--- src/rtl/adc_result_consts.vh ---
// constants for the converter result accumulator and formatter
`ifndef ADC_RESULT_CONSTS_VH
`define ADC_RESULT_CONSTS_VH

// register byte offsets
`define OFS_CTRL        8'h00
`define OFS_ACC_CFG     8'h04
`define OFS_STATUS      8'h08
`define OFS_RESULT      8'h0c
`define OFS_RESULT_HIGH 8'h10
`define OFS_RESULT_LOW  8'h14
`define OFS_INT_STATUS  8'h18
`define OFS_INT_MASK    8'h1c

// control register fields
`define CTRL_BURST_BIT   0
`define CTRL_START_BIT   1
`define CTRL_RES12_BIT   2
`define CTRL_ENABLE_BIT  3
`define CTRL_RESET       4'h0

// accumulator configuration fields
`define ACC_RPT_LSB      0
`define ACC_RPT_MSB      2
`define ACC_SJST_LSB     3
`define ACC_SJST_MSB     5
`define ACC_CFG_RESET    6'h00

// status register fields
`define ST_BUSY_BIT      0
`define ST_DONE_BIT      1
`define ST_POWER_BIT     2
`define ST_ACTIVE_BIT    3

// interrupt status / mask fields
`define INT_DONE_BIT     0
`define INT_DROP_BIT     1
`define INT_RESET        2'h0

// justify/shift encodings
`define SJST_RIGHT       3'h0
`define SJST_SHR1        3'h1
`define SJST_SHR2        3'h2
`define SJST_SHR3        3'h3

// timing: clock rate, converter power-up, sample rate limits
`define CLK_KHZ          125000
`define PWRUP_TIME_NS    1000
`define PWRUP_CYCLES     ((`PWRUP_TIME_NS * 125 + 999) / 1000)
`define RATE10_KSPS      300
`define RATE12_KSPS      75
`define RATE10_CYCLES    ((`CLK_KHZ + `RATE10_KSPS - 1) / `RATE10_KSPS)
`define RATE12_CYCLES    ((`CLK_KHZ + `RATE12_KSPS - 1) / `RATE12_KSPS)

`endif

--- src/rtl/adc_result_accumulator_formatter.v ---
// converter result path: start control, accumulation, formatting, apb registers
//
// Contract
// - conversion result lands in high/low bytes
// - justify field: 000 right, 100 left
// - single result is unsigned 10-bit code
// - unused result bits read zero
// - full scale 0x03FF right, 0xFFC0 left
// - series sum published after final conversion
// - series of 4 to 64 samples, unsigned
// - repeat count from accumulator config register
// - 16-bit accumulator sums without processor help
// - sum may shift right one to three
// - burst powers converter up, then down
// - 10-bit 300 ksps, 12-bit 75 ksps
// - done flag only after full series
// - burst: one start runs whole series
// - busy falls at completion, setting done
`include "adc_result_consts.vh"
`timescale 1ns/1ps
`default_nettype none
module adc_result_accumulator_formatter
(
    input  wire        clk,
    input  wire        rst,
    input  wire        psel,
    input  wire        penable,
    input  wire        pwrite,
    input  wire [7:0]  paddr,
    input  wire [31:0] pwdata,
    output reg  [31:0] prdata,
    output reg         pready,
    output reg         pslverr,
    input  wire        extStart,
    input  wire        sampleValid,
    input  wire [11:0] sampleCode,
    output reg         convStart_q,
    output reg         powerUp_q,
    output reg         res12Mode_q,
    output reg         irq_q
);
    // sequencer states
    localparam [2:0] S_IDLE = 3'h0;
    localparam [2:0] S_WAKE = 3'h1;
    localparam [2:0] S_GAP  = 3'h2;
    localparam [2:0] S_CONV = 3'h3;
    localparam [2:0] S_PUB  = 3'h4;

    // counts loaded into the down counters; worked out at full width, cut to the counter width
    localparam integer RATE10_FULL = `RATE10_CYCLES - 1;
    localparam integer RATE12_FULL = `RATE12_CYCLES - 1;
    localparam integer WAKE_FULL   = `PWRUP_CYCLES - 1;
    localparam [10:0]  RATE10_LOAD = RATE10_FULL[10:0];
    localparam [10:0]  RATE12_LOAD = RATE12_FULL[10:0];
    localparam [10:0]  WAKE_LOAD   = WAKE_FULL[10:0];

    reg  [3:0]  ctrl_q;          // burst, start(unused), res12, enable
    reg  [5:0]  accCfg_q;        // repeat_count_select and justify_shift_select
    reg  [15:0] result_q;        // published result pair
    reg         doneFlag_q;      // conversion_done_flag
    reg         inProgress_q;    // conversion_in_progress
    reg  [1:0]  intStatus_q;     // sticky events
    reg  [1:0]  intMask_q;       // interrupt enables
    reg  [2:0]  state_q;         // sequencer state
    reg  [2:0]  state_d;
    reg  [6:0]  sampleCnt_q;     // samples taken in this series
    reg  [10:0] gapCnt_q;        // cycles before the next start is allowed
    reg  [10:0] wakeCnt_q;       // power-up wait
    reg         burstRun_q;      // series was launched in burst mode
    reg  [6:0]  repeatCount;     // decoded repeat count
    reg  [31:0] readData;        // read mux
    reg         readErr;         // unmapped address

    wire        apbAccess;       // access phase of a transfer
    wire        apbDone;         // edge where the transfer completes
    wire        wrDone;          // write takes effect here
    wire        regStart;        // software start write
    wire        startReq;        // any convert-start event
    wire        startTaken;      // start accepted by the sequencer
    wire        startDropped;    // start arrived while busy
    wire        lastSample;      // this sample closes the series
    wire        firstSample;     // this sample opens the series
    wire        sampleIn;        // sample accepted in conversion state
    wire        publish;         // result update cycle
    wire [15:0] accSum;          // accumulator output
    wire [15:0] fmtResult;       // formatted result
    wire [11:0] codeIn;          // sample trimmed to resolution
    wire [2:0]  sjst;            // justify_shift_select
    wire [2:0]  rptSel;          // repeat_count_select
    wire        burstEn;         // burst mode enable
    wire        convEnable;      // converter kept powered while idle

    assign sjst       = accCfg_q[`ACC_SJST_MSB:`ACC_SJST_LSB];
    assign rptSel     = accCfg_q[`ACC_RPT_MSB:`ACC_RPT_LSB];
    assign burstEn    = ctrl_q[`CTRL_BURST_BIT];
    assign convEnable = ctrl_q[`CTRL_ENABLE_BIT];

    // apb handshake: pready is raised on the second access cycle
    assign apbAccess = psel & penable;
    assign apbDone   = apbAccess & pready;
    assign wrDone    = apbDone & pwrite;
    assign regStart  = wrDone & (paddr == `OFS_CTRL) & pwdata[`CTRL_START_BIT];

    // start events: register write or external pin pulse
    assign startReq     = regStart | extStart;
    assign startTaken   = startReq & (state_q == S_IDLE);
    assign startDropped = startReq & (state_q != S_IDLE);

    // 10-bit mode keeps only the low ten bits of the core code
    assign codeIn = res12Mode_q ? sampleCode : {2'b00, sampleCode[9:0]};

    assign sampleIn    = sampleValid & (state_q == S_CONV);
    assign firstSample = sampleIn & (sampleCnt_q == 7'h00);
    assign lastSample  = sampleIn & ((sampleCnt_q + 7'h01) == repeatCount);
    assign publish     = (state_q == S_PUB);

    // repeat count decode; unused codes behave as one sample
    always @*
    begin
        case (rptSel)
            3'h1:    repeatCount = 7'd4;
            3'h2:    repeatCount = 7'd8;
            3'h3:    repeatCount = 7'd16;
            3'h4:    repeatCount = 7'd32;
            3'h5:    repeatCount = 7'd64;
            default: repeatCount = 7'd1;
        endcase
    end

    sample_accumulator u_acc
    (
        .clk    (clk),
        .rst    (rst),
        .load   (firstSample),
        .add    (sampleIn),
        .sample (codeIn),
        .sum_q  (accSum)
    );

    // formatting is applied at publish time, so a format change made mid-series applies to that series
    result_formatter u_fmt
    (
        .sum   (accSum),
        .sjst  (sjst),
        .res12 (res12Mode_q),
        .fmt   (fmtResult)
    );

    // sequencer next state
    always @*
    begin
        state_d = state_q;
        case (state_q)
            S_IDLE:
            begin
                if (startTaken)
                begin
                    if (burstEn & ~powerUp_q)
                        state_d = S_WAKE;
                    else
                        state_d = S_GAP;
                end
            end
            S_WAKE:
            begin
                if (wakeCnt_q == 11'h000)
                    state_d = S_GAP;
            end
            S_GAP:
            begin
                // the rate counter enforces the per-mode sample spacing
                if (gapCnt_q == 11'h000)
                    state_d = S_CONV;
            end
            S_CONV:
            begin
                if (lastSample)
                    state_d = S_PUB;
                else if (sampleIn & burstRun_q)
                    state_d = S_GAP;
                else if (sampleIn)
                    state_d = S_IDLE;
            end
            S_PUB:
                state_d = S_IDLE;
            default:
                state_d = S_IDLE;
        endcase
    end

    // sequencer registers and converter control outputs
    always @(posedge clk)
    begin
        if (rst)
        begin
            state_q      <= S_IDLE;
            sampleCnt_q  <= 7'h00;
            gapCnt_q     <= 11'h000;
            wakeCnt_q    <= 11'h000;
            burstRun_q   <= 1'b0;
            convStart_q  <= 1'b0;
            powerUp_q    <= 1'b0;
            inProgress_q <= 1'b0;
            res12Mode_q  <= 1'b0;
        end
        else
        begin
            state_q     <= state_d;
            convStart_q <= 1'b0;
            // resolution only changes while idle, which outside burst includes between samples of a series
            if (state_q == S_IDLE)
                res12Mode_q <= ctrl_q[`CTRL_RES12_BIT];
            // rate spacing counts down continuously
            if (gapCnt_q != 11'h000)
                gapCnt_q <= gapCnt_q - 11'h001;
            if (wakeCnt_q != 11'h000)
                wakeCnt_q <= wakeCnt_q - 11'h001;
            // outside burst the converter power follows the enable bit
            if (~burstRun_q & (state_q == S_IDLE))
                powerUp_q <= convEnable;
            if (startTaken)
            begin
                burstRun_q   <= burstEn;
                inProgress_q <= 1'b1;
                if (burstEn & ~powerUp_q)
                begin
                    powerUp_q <= 1'b1;
                    wakeCnt_q <= WAKE_LOAD;
                end
            end
            // launch one conversion and restart the spacing counter
            if ((state_q == S_GAP) & (gapCnt_q == 11'h000))
            begin
                convStart_q  <= 1'b1;
                inProgress_q <= 1'b1;
                gapCnt_q     <= res12Mode_q ? RATE12_LOAD : RATE10_LOAD;
            end
            if (sampleIn)
            begin
                if (lastSample)
                    sampleCnt_q <= 7'h00;
                else
                    sampleCnt_q <= sampleCnt_q + 7'h01;
                // between single conversions busy drops; within a burst it holds
                if (~lastSample & ~burstRun_q)
                    inProgress_q <= 1'b0;
            end
            if (publish)
            begin
                inProgress_q <= 1'b0;
                burstRun_q   <= 1'b0;
                // burst returns the converter to shutdown unless kept enabled
                if (burstRun_q)
                    powerUp_q <= convEnable;
            end
        end
    end

    // result pair and completion flag
    always @(posedge clk)
    begin
        if (rst)
        begin
            result_q   <= 16'h0000;
            doneFlag_q <= 1'b0;
        end
        else
        begin
            if (publish)
                result_q <= fmtResult;
            // completion sets the flag; a clear in the same cycle loses
            if (publish)
                doneFlag_q <= 1'b1;
            else if (wrDone & (paddr == `OFS_STATUS) & pwdata[`ST_DONE_BIT])
                doneFlag_q <= 1'b0;
        end
    end

    // configuration registers written by software
    always @(posedge clk)
    begin
        if (rst)
        begin
            ctrl_q    <= `CTRL_RESET;
            accCfg_q  <= `ACC_CFG_RESET;
            intMask_q <= `INT_RESET;
        end
        else if (wrDone)
        begin
            case (paddr)
                `OFS_CTRL:
                    ctrl_q <= {pwdata[`CTRL_ENABLE_BIT], pwdata[`CTRL_RES12_BIT], 1'b0, pwdata[`CTRL_BURST_BIT]};
                `OFS_ACC_CFG:
                    accCfg_q <= pwdata[5:0];
                `OFS_INT_MASK:
                    intMask_q <= pwdata[1:0];
                default:
                    ctrl_q <= ctrl_q;
            endcase
        end
    end

    // sticky interrupt events and the level interrupt output
    always @(posedge clk)
    begin
        if (rst)
        begin
            intStatus_q <= `INT_RESET;
            irq_q       <= 1'b0;
        end
        else
        begin
            // write-one clears first, then new events override it
            if (wrDone & (paddr == `OFS_INT_STATUS))
                intStatus_q <= (intStatus_q & ~pwdata[1:0]) | {startDropped, publish};
            else
                intStatus_q <= intStatus_q | {startDropped, publish};
            irq_q <= |(intStatus_q & intMask_q);
        end
    end

    // read multiplexer; unmapped addresses answer with an error and zero data
    always @*
    begin
        readData = 32'h0000_0000;
        readErr  = 1'b0;
        case (paddr)
            `OFS_CTRL:        readData = {28'h0000000, ctrl_q};
            `OFS_ACC_CFG:     readData = {26'h0000000, accCfg_q};
            `OFS_STATUS:      readData = {28'h0000000, (state_q != S_IDLE), powerUp_q, doneFlag_q, inProgress_q};
            `OFS_RESULT:      readData = {16'h0000, result_q};
            `OFS_RESULT_HIGH: readData = {24'h000000, result_q[15:8]};
            `OFS_RESULT_LOW:  readData = {24'h000000, result_q[7:0]};
            `OFS_INT_STATUS:  readData = {30'h00000000, intStatus_q};
            `OFS_INT_MASK:    readData = {30'h00000000, intMask_q};
            default:          readErr = 1'b1;
        endcase
    end

    // apb answer: one wait state, read data captured with pready
    always @(posedge clk)
    begin
        if (rst)
        begin
            pready  <= 1'b0;
            prdata  <= 32'h0000_0000;
            pslverr <= 1'b0;
        end
        else
        begin
            pready  <= apbAccess & ~pready;
            pslverr <= apbAccess & ~pready & readErr;
            if (apbAccess & ~pready & ~pwrite)
                prdata <= readData;
            else
                prdata <= 32'h0000_0000;
        end
    end
endmodule
`default_nettype wire

--- src/rtl/sample_accumulator.v ---
// 16-bit running sum of converter samples
`timescale 1ns/1ps
`default_nettype none
module sample_accumulator
(
    input  wire        clk,
    input  wire        rst,
    input  wire        load,
    input  wire        add,
    input  wire [11:0] sample,
    output reg  [15:0] sum_q
);
    reg [15:0] sum_d; // next sum

    // first sample of a series replaces the old sum, later ones add
    always @*
    begin
        sum_d = sum_q;
        if (load)
            sum_d = {4'h0, sample};
        else if (add)
            sum_d = sum_q + {4'h0, sample};
    end

    // sum register; wraps at 16 bits, which 64 x 10-bit never reaches
    always @(posedge clk)
    begin
        if (rst)
            sum_q <= 16'h0000;
        else
            sum_q <= sum_d;
    end
endmodule
`default_nettype wire

--- src/rtl/result_formatter.v ---
// justify or shift the accumulated sum into the 16-bit result pair
`include "adc_result_consts.vh"
`timescale 1ns/1ps
`default_nettype none
module result_formatter
(
    input  wire [15:0] sum,
    input  wire [2:0]  sjst,
    input  wire        res12,
    output reg  [15:0] fmt
);
    // unused positions are filled with zero in every format
    always @*
    begin
        fmt = 16'h0000;
        case (sjst)
            `SJST_RIGHT: fmt = sum;
            `SJST_SHR1:  fmt = {1'b0, sum[15:1]};
            `SJST_SHR2:  fmt = {2'b00, sum[15:2]};
            `SJST_SHR3:  fmt = {3'b000, sum[15:3]};
            default:
            begin
                // left justified single code: top bits of the pair
                if (res12)
                    fmt = {sum[11:0], 4'h0};
                else
                    fmt = {sum[9:0], 6'h00};
            end
        endcase
    end
endmodule
`default_nettype wire

--- config.mk ---
export PLATFORM = sky130hd
export DESIGN_NAME = adc_result_accumulator_formatter
export DESIGN_NICKNAME = d
export VERILOG_FILES = /design/src/rtl/adc_result_accumulator_formatter.v /design/src/rtl/sample_accumulator.v /design/src/rtl/result_formatter.v
export VERILOG_INCLUDE_DIRS = /design/src /design/src/rtl
export SDC_FILE = /design/constraint.sdc
export NUM_CORES = 1
export LEC_CHECK = 0
export BUFFER_PORTS_ARGS = -buffer_cell sky130_fd_sc_hd__buf_2
export CORE_MARGIN = 3
export CORE_UTILIZATION = 56
export CTS_BUF_LIST = sky130_fd_sc_hd__clkbuf_16
export CTS_CLUSTER_DIAMETER = 80
export DETAILED_ROUTE_END_ITERATION = 6
export PLACE_DENSITY = 0.76
export SLEW_MARGIN = 10
export SYNTH_ARGS = -nofsm -noshare
export SYNTH_HDL_FRONTEND = slang
export SYNTH_HIERARCHICAL = 1
export SYNTH_SLANG_ARGS = --single-unit
--- constraint.sdc ---
create_clock -name clk -period 3.5 [get_ports clk]
set_input_delay 0.7 -clock clk [delete_from_list [all_inputs] [get_ports clk]]
set_output_delay 0.7 -clock clk [all_outputs]
set_load 0.005 [all_outputs]
==> flow_summary.ini <==
[sta]
worst_slew_pin_slew_ps = 804
rsz0062_at_grt = false
period_minus_slack_ps = 2540
fin_crit_sh = 0.727
timing_hold_violations_final = 0
timing.fmax_ghz = 0.393
setup_ws_ps = 957
setup_viol_count_final = 0
worst_clock_skew_ps = 8.48
slew_headroom = 0.464
final_number_of_max_transition_violations = 0
setup-tns-final_ps = 0

[critical_path]
setup.reg_to_reg.worst_slack_ps = 980
critical_path_at_ps = 2810
end_kind = flop
type_of_origin_of_the_critical_path = input port
worstReg2RegStart = gapCnt_q[0]
reg2reg_depth = 7
rr_endpoint = gapCnt_q[5]
type_of_the_worst_setup_path = input port to flop
cp_max_fo = 3
required_ps = 3770

[logic_synthesis]
synthSimpleGateAreaFrac = 0.238
distinct_cell_type_count_of_the_synthesized_netlist = 75
syn_inst_count = 721
synthXorXnorAreaFrac = 0.0385
synthMuxAreaShare = 0.0918
synth_enable_flop_cells = 0
ys_async_sr_fraction = 0
synth-main-ff-cell = dfxtp_1
yosysWarningCount = 6
synth-compound-area-share = 0.194
post_synthesis_cell_area_sq_um = 6050
synth-seq-area-share = 0.338
synth_top_family_by_area = simple AND/OR/NAND/NOR gates
ys_ff_latch = 102
synth_adder_area_share = 0.0364
syn-mean-instance-area_sq_um = 8.39

[grt]
globalRouteTotalUtil = 0.229
grt_pass1_vias = 4836
grt_pass1_wl_mm = 22.4
grt_start_max_net_pins = 45
globalRouteOverflowTotal = 0
initial_antenna_violation_count = 0

[finish]
layout-drive-gt1-share = 0.152
multiInputGateArea_sq_um = 3690
layout.cells.most_common_list = dfxtp_1, nand2_1, a21oi_1
nets = 833
regArea_sq_um = 2040
fillerInstances = 912
synthToLayoutAreaGrowth_pct = 9.68
mostFrequentLayoutCell = dfxtp_1
num_antenna_cells = 0

[hold_path]
holdCritStartpoint = result_q[6]
timing.hold.worst_path_depth = 2
hold_path.class = flop to flop
hold_end = result_q[6]

[placement]
detailedPlace.worstSlack_ps = 622
hpwl_mm = 9.90
routabilityCongestion = 0.916
port_buffers = 54

[status]
run_status = complete, no violations

[drt]
routed_wire_per_std_cell_um = 15.4
route.detailed.vias_per_inst = 5.95
detailedRoute.firstPassIterationCount = 5
postRouteAntennaNets = 0
dr.first_iter.drc_count = 317
vias = 5335
route.detailed.drc = 0
post_route_wl_mm = 13.8

[cts]
htreeDepth = 3
tritoncts = built
cts.reportedPaths.clkPinSlew_ps = 70
postCtsResizedCells = 0
cts_root_buffer = clkbuf_16
cts.sinks = 102
cts_inserted_buffers = 9
cts.repair_timing.setup_buffer_count = 0
postCtsHoldBufs = 0
cts_buffer_depth = 2
worstSkewPairLatency_ps = 340

[power]
power_density_nw_per_um2 = 533
p_total_w = 0.00354
leakage_power_nw = 2.49
irDropWorstVdd_mv = 0.300

[floorplan]
num_io_pins = 97
fp.coreArea_sq_um = 10400
floorplan.die_area_sq_um = 12100
die_x_um = 110
chipHeight_um = 110
initial_core_util = 0.581
core.rowCount = 37

[flow_run]
maxCapViolations = 0
through the flow:
stage | utilization | hold slack [ps] | instances | area [sq um]
final | 0.637 | 457 | 897 | 6640
after global routing | 0.637 | 473 | 897 | 6640
after CTS | 0.637 | 456 | 897 | 6640
after detailed placement | 0.607 | 445 | 882 | 6320
after global placement | 0.607 | 433 | 882 | 6320
after floorplan | - | 423 | 736 | 6110
worst max path at each step:
stage,start,to,cells after the start
floorplan,sampleValid,u_acc/sum_q[0],9
global placement,sampleCode[0],u_acc/sum_q[12],9
detailed placement,sampleCode[0],u_acc/sum_q[12],9
CTS,sampleCode[0],u_acc/sum_q[14],9
global route,sampleCode[0],u_acc/sum_q[14],9
finish,sampleCode[0],u_acc/sum_q[12],9
flip-flops by register name, indices dropped and copies added, names as in the netlist, 2 cells and up:
register / cells
u_acc/sum_q: 16
gapCnt_q: 11
state_q: 3
intStatus_q: 2
result_q: 16
accCfg_q: 6
ctrl_q: 3
intMask_q: 2
wakeCnt_q: 11
sampleCnt_q: 7
prdata: 16
critical path, cell delays in order:
cell and delay [ps]:
buf_2 110, ha_1 220, fa_1 430, a211oi_1 310, o21bai_1 170, a211oi_1 430
a21oi_1 160, xnor2_1 140, nor3_1 130
final cells by class:
type                            instances  area share
Multi-Input combinational cell        563       0.556
Sequential cell                       102       0.308
Timing Repair Buffer                   67      0.0554
Clock buffer                            9      0.0339
Tap cell                              136      0.0256
Clock inverter                          6      0.0134
Inverter                               14     0.00792
cells in the mapped netlist, types with 11 or more instances:
cell type	number	area (sq um)
buf_4	19	143
a211oi_1	12	90.1
nor2_1	66	248
nand3_1	16	80.1
nor2b_1	14	87.6
nand3b_1	11	82.6
o21ai_0	17	85.1
ha_1	16	200
inv_1	14	52.6
a21oi_1	67	335
and2_1	15	93.8
nor3_1	18	90.1
xnor2_1	14	123
a22oi_1	16	120
clkbuf_1	27	101
dfxtp_1	102	2040
nand2_1	75	282
mux2i_1	33	330
cell families after synthesis:
family                     count (synthesis)
AOI/OAI and AO/OA                        181
xor gates and xnor gates                  25
adders and majority gates                 17
buffers and inverters                     71
DFF                                      102
muxes                                     48
other                                      1
and+or+nand+nor                          276
power breakdown:
group          internal (W)  switching, W
combinational      0.000481      0.000558
sequential          0.00129      0.000158
clock              0.000622      0.000430
metal layers:
| metal | global-route usage | part of all wire |
|---|---|---|
| met1 | 0.309 | 0.47 |
| met2 | 0.375 | 0.47 |
| met3 | 0.0270 | 0.046 |
| met4 | 0.0873 | 0.019 |
| met5 | 0 | 0 |
Note: power is estimated with default switching activity, not from simulation.
